$ cat config.mk
export PLATFORM = sky130hd
export DESIGN_NAME = fan_ctl_regs
export DESIGN_NICKNAME = d
export VERILOG_FILES = /design/src/core/fan_ctl_pkg.sv /design/src/core/fan_ctl_regs.sv
export VERILOG_INCLUDE_DIRS = /design/src /design/src/core
export SDC_FILE = /design/constraint.sdc
export NUM_CORES = 1
export LEC_CHECK = 0
export BUFFER_PORTS_ARGS = -buffer_cell sky130_fd_sc_hd__buf_4
export CAP_MARGIN = 0
export CORE_ASPECT_RATIO = 0.8
export CORE_MARGIN = 4
export CORE_UTILIZATION = 50
export DETAILED_ROUTE_END_ITERATION = 10
export PLACE_DENSITY = 0.71
export SYNTH_ARGS = -nofsm -noshare
export SYNTH_HDL_FRONTEND = slang
export SYNTH_SLANG_ARGS = --single-unit
$ cat constraint.sdc
create_clock -name MCLK -period 4.4 [get_ports MCLK]
set_clock_uncertainty 0.2 [all_clocks]
set_input_delay 0.88 -clock MCLK [delete_from_list [all_inputs] [get_ports MCLK]]
set_output_delay 0.88 -clock MCLK [all_outputs]
set_load 0.005 [all_outputs]
$ cat src/core/fan_ctl_defines.svh
// Register offsets, field positions, reset values and timing counts of the fan controller
// Operation
// - Fan-two slow flag (status bit 1) is set whenever speed_reading_two is below speed_limit_two.
// - The active-low alert output goes low together with either slow flag being set.
// - A set slow flag is cleared only by the host writing slow_flag_clear (config bit 7).
// - After reset both slow flags read zero until a low-speed condition is seen.
// - Fan-one slow flag (status bit 0) is set when the fan-one reading is below its limit.
// - A four-bit read/write drive_ratio register sets the duty of the fan drive output.
// - Duty spans 30 to 100 percent over sixteen codes, in fifteen equal steps of about 4.67 percent.
// - Code n gives 30 + 4.67*n percent, 0000 at 30, 1110 at 95.33 and 1111 at 100.
// - With analog control selected and the analog input open, the drive uses code 0010.
// - maker_identity is an eight-bit read-only fixed code; writes do nothing.
// - variant_identity is a two-bit read-only fixed code naming the device variant.
`ifndef FAN_CTL_DEFINES_SVH
`define FAN_CTL_DEFINES_SVH

`define ADDR_CONFIG        8'h00
`define ADDR_FAN_STATUS    8'h01
`define ADDR_DRIVE_RATIO   8'h02
`define ADDR_LIMIT_ONE     8'h03
`define ADDR_LIMIT_TWO     8'h04
`define ADDR_MAKER_ID      8'h05
`define ADDR_VARIANT_ID    8'h06

`define CFG_SLOW_CLEAR_BIT 7
`define CFG_BUS_DUTY_BIT   5
`define ST_FAN_ONE_BIT     0
`define ST_FAN_TWO_BIT     1
`define ST_ANALOG_OPEN_BIT 2

`define DRIVE_RATIO_RST    4'h2
`define ANALOG_OPEN_CODE   4'h2
`define LIMIT_RST          8'h00
`define CONFIG_RST         8'h00

// Duty in 1/150 of a period: 45/150 = 30 %, 7/150 = 4.67 % per code
`define PWM_STEPS          8'h96
`define PWM_BASE_STEPS     8'h2D
`define PWM_STEP_PER_CODE  8'h07

`define CLK_MHZ            40
`define PWM_PERIOD_US      33333
`define PWM_STEP_CYCLES    ((`PWM_PERIOD_US * `CLK_MHZ) / 150)

`endif

$ cat src/core/fan_ctl_pkg.sv
// Types shared by the fan controller register bank
package fan_ctl_pkg;

    // One register access from the two-wire bus engine
    typedef struct packed {
        logic       wr;
        logic       rd;
        logic [7:0] addr;
        logic [7:0] wdata;
    } reg_req_s;

    typedef logic [7:0] byte_t;

endpackage

$ cat src/core/fan_ctl_regs.sv
// Fan slow-flag, drive-ratio and identity register bank with PWM fan drive
`timescale 1ns/1ps
`include "fan_ctl_defines.svh"

module fan_ctl_regs #(
    parameter logic [7:0]  MAKER_CODE   = 8'hA5,  // Arbitrary value
    parameter logic [1:0]  VARIANT_CODE = 2'h1,   // Arbitrary value
    parameter int unsigned STEP_CYCLES  = `PWM_STEP_CYCLES
) (
    input  wire logic                 MCLK,
    input  wire logic                 RESETN,
    input  wire fan_ctl_pkg::reg_req_s REG_REQ,
    input  wire logic [7:0]           SPEED_READING_ONE,
    input  wire logic [7:0]           SPEED_READING_TWO,
    input  wire logic                 ANALOG_TEMP_OPEN,
    input  wire logic [3:0]           ANALOG_DUTY_CODE,
    output logic [7:0]                REG_RDATA,
    output logic                      ALERT_N,
    output logic                      FAN_DRIVE_OUT
);

    localparam int STEP_W = (STEP_CYCLES > 1) ? $clog2(STEP_CYCLES) : 1;

    logic [7:0]        config_ff;
    logic [3:0]        drive_ratio_ff;
    logic [7:0]        limit_ff    [2];
    logic [1:0]        slow_flag_ff;
    logic [1:0]        nxt_slow_flag;
    logic [1:0]        slow_now;
    logic [7:0]        reading     [2];
    logic              clear_req;
    logic [7:0]        status_val;
    logic [7:0]        nxt_rdata;
    logic [3:0]        active_code;
    logic [7:0]        high_steps;
    logic [STEP_W-1:0] step_cnt_ff;
    logic [7:0]        phase_ff;

    assign reading[0] = SPEED_READING_ONE;
    assign reading[1] = SPEED_READING_TWO;

    // Clear pulse: config write with the clear bit high
    assign clear_req = REG_REQ.wr && (REG_REQ.addr == `ADDR_CONFIG)
                       && REG_REQ.wdata[`CFG_SLOW_CLEAR_BIT];

    // Per-fan sticky slow flag; a detection in the clear cycle wins
    genvar g;
    generate
        for (g = 0; g < 2; g = g + 1) begin : g_fan
            assign slow_now[g] = reading[g] < limit_ff[g];
            assign nxt_slow_flag[g] = slow_now[g] | (slow_flag_ff[g] & ~clear_req);

            always_ff @(posedge MCLK or negedge RESETN) begin
                if (!RESETN) begin
                    slow_flag_ff[g] <= 1'b0;
                end else begin
                    slow_flag_ff[g] <= nxt_slow_flag[g];
                end
            end

            always_ff @(posedge MCLK or negedge RESETN) begin
                if (!RESETN) begin
                    limit_ff[g] <= `LIMIT_RST;
                end else if (REG_REQ.wr &&
                             (REG_REQ.addr == ((g == 0) ? `ADDR_LIMIT_ONE : `ADDR_LIMIT_TWO))) begin
                    limit_ff[g] <= REG_REQ.wdata;
                end
            end
        end
    endgenerate

    // Alert follows the next flag value so it drops in the same edge as the flag
    always_ff @(posedge MCLK or negedge RESETN) begin
        if (!RESETN) begin
            ALERT_N <= 1'b1;
        end else begin
            ALERT_N <= ~(|nxt_slow_flag);
        end
    end

    // Clear bit is a strobe and is never stored, so it reads back zero
    always_ff @(posedge MCLK or negedge RESETN) begin
        if (!RESETN) begin
            config_ff <= `CONFIG_RST;
        end else if (REG_REQ.wr && (REG_REQ.addr == `ADDR_CONFIG)) begin
            config_ff <= REG_REQ.wdata & ~(8'h01 << `CFG_SLOW_CLEAR_BIT);
        end
    end

    always_ff @(posedge MCLK or negedge RESETN) begin
        if (!RESETN) begin
            drive_ratio_ff <= `DRIVE_RATIO_RST;
        end else if (REG_REQ.wr && (REG_REQ.addr == `ADDR_DRIVE_RATIO)) begin
            drive_ratio_ff <= REG_REQ.wdata[3:0];
        end
    end

    always_comb begin
        status_val = 8'h00;
        status_val[`ST_FAN_ONE_BIT]     = slow_flag_ff[0];
        status_val[`ST_FAN_TWO_BIT]     = slow_flag_ff[1];
        status_val[`ST_ANALOG_OPEN_BIT] = ANALOG_TEMP_OPEN;
    end

    // Identity registers have no write path at all
    always_comb begin
        case (REG_REQ.addr)
            `ADDR_CONFIG:      nxt_rdata = config_ff;
            `ADDR_FAN_STATUS:  nxt_rdata = status_val;
            `ADDR_DRIVE_RATIO: nxt_rdata = {4'h0, drive_ratio_ff};
            `ADDR_LIMIT_ONE:   nxt_rdata = limit_ff[0];
            `ADDR_LIMIT_TWO:   nxt_rdata = limit_ff[1];
            `ADDR_MAKER_ID:    nxt_rdata = MAKER_CODE;
            `ADDR_VARIANT_ID:  nxt_rdata = {6'h00, VARIANT_CODE};
            default:           nxt_rdata = 8'h00;
        endcase
    end

    always_ff @(posedge MCLK or negedge RESETN) begin
        if (!RESETN) begin
            REG_RDATA <= 8'h00;
        end else if (REG_REQ.rd) begin
            REG_RDATA <= nxt_rdata;
        end
    end

    // Duty source: bus register, analog code, or default code when the input floats
    always_comb begin
        if (config_ff[`CFG_BUS_DUTY_BIT]) begin
            active_code = drive_ratio_ff;
        end else if (ANALOG_TEMP_OPEN) begin
            active_code = `ANALOG_OPEN_CODE;
        end else begin
            active_code = ANALOG_DUTY_CODE;
        end
    end

    // 45 + 7n of 150 steps: exact 30 % to 100 % with 4.67 % per code
    assign high_steps = `PWM_BASE_STEPS
                        + 8'(`PWM_STEP_PER_CODE * {4'h0, active_code});

    always_ff @(posedge MCLK or negedge RESETN) begin
        if (!RESETN) begin
            step_cnt_ff <= '0;
        end else if (step_cnt_ff == STEP_W'(STEP_CYCLES - 1)) begin
            step_cnt_ff <= '0;
        end else begin
            step_cnt_ff <= step_cnt_ff + 1'b1;
        end
    end

    always_ff @(posedge MCLK or negedge RESETN) begin
        if (!RESETN) begin
            phase_ff <= 8'h00;
        end else if (step_cnt_ff == STEP_W'(STEP_CYCLES - 1)) begin
            phase_ff <= (phase_ff == `PWM_STEPS - 8'h01) ? 8'h00 : phase_ff + 8'h01;
        end
    end

    // Code changes take effect at once; a glitchy period is harmless to a fan
    always_ff @(posedge MCLK or negedge RESETN) begin
        if (!RESETN) begin
            FAN_DRIVE_OUT <= 1'b0;
        end else begin
            FAN_DRIVE_OUT <= phase_ff < high_steps;
        end
    end

endmodule

**Yosys cells after proc, flatten, opt, wreduce, memory -nomap -nowiden**

Cells that the tools add are included.

- Add/subtract/negate cells: 3
- Multipliers: 1
- Order comparisons: 3
- Equal/unequal tests: 8
- Mux-type cells: 5
- Bitwise operators: 6
- Reductions and logical operators: 7

Operators with widths:

| kind | count |
|---|---|
| 8-bit case mux with 7 select lines | 1 |
| 8-bit by 3-bit equality test with 1-bit output, second input constant | 3 |
| 8-bit < comparator | 3 |
| 8-bit by 2-bit equality test with 1-bit output, second input constant | 2 |
| 14-bit by 1-bit adder with 14-bit output, second input constant | 1 |
| 14-bit equality test, second input constant | 1 |
| 14-bit 2-to-1 mux | 1 |
| 6-bit by 7-bit adder with 8-bit output, first input constant | 1 |
| 8-bit by 1-bit adder with 8-bit output, second input constant | 1 |
| 8-bit by 1-bit equality test with 1-bit output, second input constant | 1 |
| 8-bit equality test, second input constant | 1 |
| 8-bit zero test | 1 |
| 4-bit 2-to-1 mux | 2 |
| 8-bit 2-to-1 mux | 1 |
| 3-bit by 4-bit multiplier with 7-bit output, first input constant | 1 |
| 1-bit logical AND | 5 |
| 1-bit AND | 2 |
| 1-bit inverter | 2 |
| 1-bit OR | 2 |
| 2-bit OR reduction | 1 |

- Register bits after elaboration: 61
- Input port bits: 41
- Output and inout bits: 10
- Logic and storage cells: 44

**Depth between registers and ports, before layout**

Gate-level depths: netlist of the first run.

- Word-level depth: 8
- Depth in mapped cells: 17
- Gate-level depth less buffers: 16

**Worst setup path before layout of the first run**

OpenSTA, ideal clock, no wires.

- Path kind: in2reg
- Start: in ANALOG_TEMP_OPEN
- End: reg FAN_DRIVE_OUT
- Setup time: 0.071 ns
- Arrival: 3.556 ns
- Data required time: 4.129 ns
- Slack: 0.573 ns
- Stages on the path: 16
- Cell sequence: nor2_1 -> a22o_1 -> inv_1 -> ha_1 -> inv_1 -> fa_1 -> ha_1 -> or3_1 -> o21ai_0 -> a21oi_1 -> xnor2_1 -> ha_1 -> a21o_1 -> a21oi_1 -> nand2_1 -> nor2_1

- Word-level cells in the longest chain between the ends: 5

Ends and longest elaborated chain:

| item | RTL line | RTL |
|---|---|---|
| start: declaration | fan_ctl_regs.sv:15 | `input wire logic ANALOG_TEMP_OPEN,` |
| 4-bit 2-to-1 mux | fan_ctl_regs.sv:131 | `end else if (ANALOG_TEMP_OPEN) begin` |
| 4-bit 2-to-1 mux | fan_ctl_regs.sv:129 | `` if (config_ff[`CFG_BUS_DUTY_BIT]) begin `` |
| 3-bit by 4-bit multiplier with 7-bit output (no source line) | -- |  |
| 6-bit by 7-bit adder with 8-bit output (no source line) | -- |  |
| 8-bit < comparator | fan_ctl_regs.sv:165 | `FAN_DRIVE_OUT <= phase_ff < high_steps;` |
| end signal: assignment | fan_ctl_regs.sv:165 |  |
| end: declaration | fan_ctl_regs.sv:19 | `output logic FAN_DRIVE_OUT` |

No other way between the ends.
A chain may end at the register's enable or synchronous reset.

**Worst setup path after layout of the first run**

Ends and elaborated chain as after synthesis.

==> results of run 1 <==
-- synthesized netlist by cell type, drive strengths merged, types with 3 or more instances --
library cell / count
and2: 5
mux2i: 4
ha: 32
nand2: 14
and4: 4
and3: 4
nand3: 7
nor3: 10
clkbuf: 3
o21ai: 12
buf: 7
nand4: 8
nand2b: 3
inv: 34
a2bb2oi: 4
nor2: 19
xnor2: 12
a21o: 7
nor4: 4
mux2: 27
nor2b: 3
o22ai: 8
dfrtp: 59
a21oi: 12
nor3b: 7
a22oi: 5
xor2: 5
-- through the flow --
step	hold WS (ps)	utilization	total power, uW
final	281	0.613	1250
after global routing	303	0.613	1320
after CTS	279	0.613	1270
after detailed placement	264	0.585	770
after global placement	253	0.585	762
after floorplan	237	-	698
-- placed cells by master, fill, tap and decap left out, types with 3 or more instances in the layout --
cell       synthesis  routed
and3_1             4       4
o21ai_0           11      11
nor3b_1            7       7
buf_4              1      51
a21oi_1           12      12
a2bb2oi_1          4       4
o22ai_1            8       8
nand2b_1           3       3
mux2i_1            4       4
nor2b_1            3       3
nand3_1            7       7
nand2_4            3       3
nor2_1            19      19
inv_1             34      34
and4_1             3       3
mux2_2            25      25
dfrtp_1           59      59
and2_1             4       4
xor2_1             5       5
a22oi_1            5       5
clkbuf_8           0       9
xnor2_1           12      12
nand4_1            7       7
nand2_1           10      10
a21o_1             7       7
nor3_1            10      10
ha_1              32      32
-- cells by family (layout without fill, tap and decap cells) --
| family | Yosys count | count (layout) | share of synthesized area |
|---|---|---|---|
| AO/OA/AOI/OAI | 64 | 64 | 0.116 |
| buffers and inverters | 44 | 101 | 0.0546 |
| AND/OR/NAND/NOR | 95 | 95 | 0.160 |
| adder cells (fa/ha/maj) | 33 | 33 | 0.113 |
| multiplexers | 33 | 33 | 0.105 |
| flip-flops | 61 | 61 | 0.412 |
| XOR/XNOR | 17 | 17 | 0.0401 |
-- sequential cells by signal, summed over array words and instances (netlist names) --
name,cells
FAN_DRIVE_OUT,1
config_ff,7
ALERT_N,1
step_cnt_ff,14
slow_flag_ff,2
phase_ff,8
limit_ff,16
drive_ratio_ff,4
REG_RDATA,8
-- report_power, final --
group | switching [uW] | leakage (uW) | internal, uW
clock network | 232 | 0.0000996 | 263
logic | 88.9 | 0.00121 | 85.7
registers | 11.6 | 0.000801 | 573
total | 333 | 0.00211 | 922
-- worst register-to-register path, cell delays in order (launching register included) --
cell and delay [ps]:
dfrtp_1 520, nor2_1 220, a22o_1 230, inv_1 80
ha_1 310, inv_1 60, fa_1 400, ha_1 330
or3_1 310, o21ai_0 80, a21oi_1 80, xnor2_1 150
ha_1 310, a21o_1 190, a21oi_1 130, nand2_1 60
nor2_1 90
-- metal layers --
layer  GRT usage  up-vias
met5           0        -
met4      0.0483        0
met3      0.0601        5
met2       0.279       74
met1       0.281     1332
li1            -     1361
-- worst paths after layout --
| path | end | cells after the start |
|---|---|---|
| max | FAN_DRIVE_OUT | 17 |
| min | step_cnt_ff[13] | 1 |
| max reg2reg | FAN_DRIVE_OUT | 16 |
| min reg2reg | step_cnt_ff[13] | 1 |
| max in group asynchronous | config_ff[2] | 1 |
| min in group asynchronous | step_cnt_ff[4] | 1 |
-- layout make-up --
| cell class | instances | area (sq um) | share of cell area |
|---|---|---|---|
| Inverter | 34 | 128 | 0.0295 |
| Multi-Input combinational cell | 242 | 1980 | 0.458 |
| Timing Repair Buffer | 51 | 383 | 0.0885 |
| Clock inverter | 7 | 73.8 | 0.0171 |
| Clock buffer | 9 | 124 | 0.0286 |
| Sequential cell | 61 | 1530 | 0.353 |
| Tap cell | 87 | 109 | 0.0252 |
==> impl_metrics.yaml, run 1 <==
critical_path:
  cp_slowest_cell: "fa_1"
  regToRegStartpoint: "config_ff[5]"
  path_common_cell: "ha_1"
  startpoint: "ANALOG_TEMP_OPEN"
  cp_max_fo: 5
  path_delay_family: "adder cells"
  start_kind: "input port"
  cp.required_ps: 4470
  cpPeakStageDelay_ps: 400
  r2r_slack_ps: 590
  setup.worst_path.class: "input port to flip-flop"
  cp_num_buf_inv: 3
  worstPathCellList: "buf_4, nor2_1, a22o_1, inv_1, ha_1, inv_1, fa_1, ha_1, or3_1, o21ai_0, a21oi_1, xnor2_1, ha_1, a21o_1, a21oi_1, nand2_1, nor2_1"
  cp.arrival_ps: 4000
  end_kind: "flip-flop"
synth:
  synth.avg_cell_area_sq_um: 10.7
  ys_types: 59
  async_flop_share: 1.00
  ys_warn_count: 0
  synth.net_count: 421
  synth-main-ff-cell: "dfrtp_1"
  synth_area_sq_um: 3710
  seq_area_frac_synth: 0.412
  synthCells: 347
  ys_seq_elements: 61
  synth.top_cell.area_share: 0.398
  yosysTopAreaCell: "dfrtp_1"
  synth-edff-count: 0
  netlist_top_cells_area: "dfrtp_1 40%, ha_1 11%, mux2_2 7.6%"
global_routing:
  antenna_found_initial: 0
  overflow: 0
  grt_start_max_net_pins: 62
  grt_pass1_wl_um: 13700
  grt_pass1_vias: 2796
  grt_use_total: 0.193
finish:
  n_antenna_cell: 0
  drive_gt1_frac: 0.270
  fin_cells: 491
  fin_area_sq_um: 4330
  synthToLayoutAreaGrowth_pct: 16.5
  n_fill_cell: 592
  finish.net_count: 473
clock_network:
  ctsResizeCount: 0
  clockBufferDepth: 2
  cts.sinks: 61
  cts-buffers-inserted: 9
  clkLatencyLatePin_ps: 340
  cts_hold_buf: 0
  cts-root-buf: "clkbuf_8"
  cts_tree: "yes"
  path_clk_slew_ps: 70
  postCtsSetupRepairBufs: 0
  ctsHtreeMaxLevel: 3
timing:
  setup_viol: 0
  tns_ps: 0
  maxSlewHeadroom: 0.492
  fin_crit_ps: 3930
  worst_pin_slew_ps: 762
  rsz0062_at_grt: "false"
  timing.final.crit_share: 0.892
  fin_ws_ps: 474
  hold_viol: 0
  maxSlewViolCount: 0
  timing.fmax_ghz: 0.255
hold_path:
  min_path_type: "flip-flop to flip-flop"
  hp-start: "step_cnt_ff[13]"
pwr:
  vdd_ir_drop_max_mv: 0.135
  leakage_uw: 0.00211
  cellPowerDensity_nw_per_um2: 290
route:
  routed_via_density: 5.65
  dr_wl_met2_um: 3430
  drc: 0
  routed.top_layer: "met4"
  drt_iter0_drc: 101
  routed_wl_um: 8040
  wl_per_cell_um: 16.4
  met1_length_um: 4090
  routed-via-count: 2772
  routed-wl-met3_um: 453
  ant_nets: 0
  dr.pass1.iters: 4
floorplan:
  ios: 51
  die_area_sq_um: 8880
  rows: 27
  die_y_um: 85.1
  core_sq_um: 7060
  die_x_um: 104
  initial_core_util: 0.526
run_status:
  outcome: "finished, final reports clean"
place:
  pre_cts_ws_ps: 146
  port_buffers: 50
  dp_hpwl_um: 5980
  dpl.cell_count: 475
  place.gp.congestion: 0.807
  placedInstanceArea_sq_um: 4130
job:
  maxCapViolations: 0
No activity file was read; power rests on OpenSTA's default activity.
==> run 2: changes to the inputs <==
clock period = 4.2 ns   (was 4.4 ns; I/O delays follow)
==> run 2 against run 1 <==
- final area decreased by 0.43%
- wire length decreased by 1.6%
- via count decreased by 0.40%
- sequential power increased by 4.8%
- register-to-register slack got worse by 200 ps
- critical path depth unchanged
==> impl_metrics.yaml, run 2 (synthesis gave the netlist of run 1 again) <==
place:
  placedInstanceArea_sq_um: 4130
  port_buffers: 50
  pre_cts_ws_ps: -20.1
  place.gp.congestion: 0.807
  dp_hpwl_um: 5960
critical_path:
  start_kind: "input port"
  cp_slowest_cell: "fa_1"
  setup.worst_path.class: "input port to flip-flop"
  cp.required_ps: 4280
  worstPathCellList: "buf_4, nor2_1, a22o_1, inv_1, ha_1, inv_1, fa_1, ha_1, or3_1, o21ai_0, a21oi_1, xnor2_1, ha_1, a21o_1, a21oi_1, nand2_1, nor2_1"
  cp.arrival_ps: 3950
  end_kind: "flip-flop"
  regToRegStartpoint: "config_ff[5]"
  path_common_cell: "ha_1"
  cpPeakStageDelay_ps: 400
  r2r_cells: 16
  startpoint: "ANALOG_TEMP_OPEN"
  cp_max_fo: 5
clock_network:
  cts-buffers-inserted: 9
  cts_tree: "yes"
  ctsHtreeMaxLevel: 3
  clkLatencyLatePin_ps: 340
  cts.sinks: 61
  ctsResizeCount: 0
  path_clk_slew_ps: 70
  cts-root-buf: "clkbuf_8"
  postCtsSetupRepairBufs: 0
  cts_hold_buf: 0
  clockBufferDepth: 2
route:
  dr.pass1.iters: 5
  ant_nets: 0
  drc: 0
  wl_per_cell_um: 16.1
  routed-via-count: 2761
  routed_wl_um: 7910
  drt_iter0_drc: 145
  routed_via_density: 5.62
timing:
  worst_pin_slew_ps: 761
  tns_ps: 0
  fin_crit_ps: 3870
  hold_viol: 0
  maxSlewViolCount: 0
  setup_viol: 0
  fin_ws_ps: 328
  timing.fmax_ghz: 0.258
  rsz0062_at_grt: "false"
  timing.final.crit_share: 0.922
  maxSlewHeadroom: 0.493
floorplan:
  die_area_sq_um: 8880
  core_sq_um: 7060
  ios: 51
  rows: 27
  die_x_um: 104
  die_y_um: 85.1
  initial_core_util: 0.526
pwr:
  cellPowerDensity_nw_per_um2: 299
  vdd_ir_drop_max_mv: 0.130
  leakage_uw: 0.00210
finish:
  drive_gt1_frac: 0.260
  largest_register_ffs: 16
  synthToLayoutAreaGrowth_pct: 16.0
  top_register: "limit_ff"
  reg.largest.list: "limit_ff: 16 flops, step_cnt_ff: 14 flops"
  n_antenna_cell: 0
  fin_area_sq_um: 4310
  final_common_cell: "dfrtp_1"
  finish.net_count: 473
  final_cell_mix: "59 x dfrtp_1, 51 x buf_4, 34 x inv_1"
global_routing:
  overflow: 0
  grt.busiest_layer: "met1"
  grt_use_total: 0.192
  grt_pass1_wl_um: 13500
  grt_start_max_net_pins: 62
  antenna_found_initial: 0
  grt_use_met3: 0.0707
  grt_pass1_vias: 2773
  met1_usage: 0.280
  met2_usage: 0.268
hold_path:
  min_path_cells: 1
  min_path_type: "flip-flop to flip-flop"
  hp-start: "step_cnt_ff[0]"
run_status:
  outcome: "finished, final reports clean"
job:
  maxCapViolations: 0
==> run 2: changes by cell type in the layout (fill, tap and decap cells not counted), sizes merged <==
cell / previous run / this run
clkinv: 4 / 2
inv: 35 / 34
clkinvlp: 1 / 0
clkbuf: 9 / 13
==> run 2: area by class of cell <==
cell class | count | area [sq um]
Fill cell | 586 | 2750
Multi-Input combinational cell | 242 | 1980
Sequential cell | 61 | 1530
Timing Repair Buffer | 51 | 383
Clock buffer | 13 | 139
Inverter | 34 | 128
Tap cell | 87 | 109
Clock inverter | 3 | 40.0
==> run 2: where the power goes <==
group	total [uW]	internal (uW)	switching, uW	leakage [uW]
clock	492	273	219	0.0000914
sequential	613	601	12.0	0.000801
combinational	183	89.8	93.6	0.00121
==> run 2: path summary, 6_finish.rpt <==
path / end / slack (ps)
max: FAN_DRIVE_OUT / 330
min reg2reg: step_cnt_ff[0] / 280
max reg2reg: FAN_DRIVE_OUT / 390
max in group asynchronous: limit_ff[0] / 2930
min: step_cnt_ff[0] / 280
min in group asynchronous: step_cnt_ff[3] / 370
==> run 2: critical path: cells and delay by family <==
family | cells | cell delay [ps]
buffers and inverters | 3 | 280
and+or+nand+nor | 4 | 600
adders and majority gates | 4 | 1350
AOI/OAI and AO/OA | 5 | 720
xor gates and xnor gates | 1 | 150
==> run 2: per-layer routing <==
metal  routed length [um]  share of wire  vias up
met2                 3280           0.41       72
met3                  550          0.070       13
li1                     -              -     1355
met4                   84          0.011        0
met1                 4000           0.51     1321
met5                    0              0        -
==> run 2: metrics by stage <==
step                      instances  utilization  hold slack (ps)  total power (uW)
after floorplan                 347            -              237               731
final                           491        0.610              279              1290
after CTS                       491        0.610              277              1310
after global routing            491        0.610              302              1360
after detailed placement        475        0.585              263               807
after global placement          475        0.585              253               798
==> run 3: changes to the inputs <==
CELL_PAD_IN_SITES_DETAIL_PLACEMENT = 1   (was default)
CELL_PAD_IN_SITES_GLOBAL_PLACEMENT = 2   (was default)
CORE_UTILIZATION = 38   (was 50)
PLACE_DENSITY = default   (was 0.71)
PLACE_DENSITY_LB_ADDON = 0.1   (was default)
==> run 3 against run 2 <==
- global-route usage decreased by 1.4 points
- count of clock-buffer cells in the layout down 2
- worst setup slack got worse by 28 ps
- highest routed layer unchanged
- combinational power grew 3%
==> impl_metrics.yaml, run 3 (synthesis gave the netlist of run 1 again) <==
pwr:
  combinationalPowerShare: 0.116
  vdd_ir_drop_max_mv: 0.215
  leakage_uw: 0.00217
  switchingPower_uw: 380
  cellPowerDensity_nw_per_um2: 361
  swShare: 0.234
  p_int_uw: 1240
  seq_power_share: 0.378
  p_clk_frac: 0.507
critical_path:
  cp_max_fo: 5
  cp.required_ps: 4250
  end_kind: "flip-flop"
  start_kind: "input port"
  setup.worst_path.class: "input port to flip-flop"
  cp.arrival_ps: 3950
finish:
  synthToLayoutAreaGrowth_pct: 21.2
  n_antenna_cell: 0
  fin_cells: 519
  final_cell_mix: "59 x dfrtp_1, 51 x buf_4, 34 x inv_1"
  drive_gt1_frac: 0.270
  top_register: "limit_ff"
  finish.net_count: 473
  final_common_cell: "dfrtp_1"
  largest_register_ffs: 16
  reg.largest.list: "limit_ff: 16 flops, step_cnt_ff: 14 flops"
clock_network:
  path_clk_slew_ps: 50
  ctsResizeCount: 0
  postCtsSetupRepairBufs: 0
  clkLatencyLatePin_ps: 330
  cts-root-buf: "clkbuf_16"
  ctsHtreeMaxLevel: 3
  cts-buffers-inserted: 9
  cts_hold_buf: 0
  cts.sinks: 61
  clockBufferDepth: 2
  cts_tree: "yes"
route:
  ant_nets: 0
  routed_via_density: 5.37
  routed-via-count: 2785
  drc: 0
  drt_iter0_drc: 117
  wl_per_cell_um: 18.0
  routed_wl_um: 9330
  dr.pass1.iters: 4
timing:
  fin_crit_ps: 3900
  maxSlewHeadroom: 0.472
  hold_viol: 0
  worst_pin_slew_ps: 792
  rsz0062_at_grt: "false"
  timing.final.crit_share: 0.929
  maxSlewViolCount: 0
  timing.fmax_ghz: 0.256
  setup_viol: 0
  hold_ws_ps: 276
floorplan:
  core_sq_um: 9270
  rows: 31
  die_y_um: 96.4
  ios: 51
  initial_core_util: 0.400
  die_x_um: 119
  die_area_sq_um: 11400
global_routing:
  grt_pass1_wl_um: 15800
  overflow: 0
  antenna_found_initial: 0
  grt_pass1_vias: 2926
  grt_start_max_net_pins: 62
  grt_use_total: 0.178
place:
  dp_hpwl_um: 7040
  port_buffers: 50
  place.gp.congestion: 0.754
  dpl.cell_count: 503
hold_path:
  min_path_type: "flip-flop to flip-flop"
job:
  maxCapViolations: 0
run_status:
  outcome: "finished, final reports clean"
## run 3: stage by stage
step                setup slack, ps   util  cell area [sq um]  total power, uW  setup TNS [ps]
detailed placement            -40.8  0.449               4160              813           -40.8
floorplan                       413      -               3710              731               0
global route                   49.4  0.485               4500             1700               0
global placement                124  0.449               4160              805               0
finish                          300  0.485               4500             1620               0
CTS                             288  0.485               4500             1650               0
## run 3: power groups by stage
| stage | sequential, uW | clock, uW | combinational [uW] |
|---|---|---|---|
| after floorplan | 618 | 0 | 113 |
| final | 613 | 823 | 188 |
| after global placement | 623 | 0 | 182 |
| after global routing | 615 | 873 | 217 |
| after CTS | 613 | 842 | 192 |
| after detailed placement | 623 | 0 | 190 |
## run 3: area by class of cell
cell class              instances  area, sq um
fillers                      1033         4770
multi-input cells             242         1980
flip-flops and latches         61         1530
repair buffers                 51          383
clock buffers                  11          253
well taps                     115          144
inverters                      34          128
clock inverters                 5         81.3
## run 3: metal layers
layer	global-route usage	vias up	wire length (um)
met4	0.0463	0	102
met1	0.270	1372	5040
li1	-	1354	-
met3	0.0483	10	374
met5	0	-	0
met2	0.249	49	3810
## run 3: critical path: stages
cell and delay (ps):
buf_4 130, nor2_1 130, a22o_1 230, inv_1 80, ha_1 310, inv_1 60
fa_1 410, ha_1 330, or3_1 310, o21ai_0 90, a21oi_1 80, xnor2_1 150
ha_1 310, a21o_1 180, a21oi_1 130, nand2_1 60, nor2_1 110
## run 3: final timing paths
check	startpoint	cells after the start	to	slack, ps
worst max-delay path	ANALOG_TEMP_OPEN	17	FAN_DRIVE_OUT	300
worst min-delay path	step_cnt_ff[13]	1	step_cnt_ff[13]	280
worst max register to register	config_ff[5]	16	FAN_DRIVE_OUT	360
worst min register to register	step_cnt_ff[13]	1	step_cnt_ff[13]	280
max in group asynchronous	RESETN	1	limit_ff[13]	2890
min in group asynchronous	RESETN	1	FAN_DRIVE_OUT	390
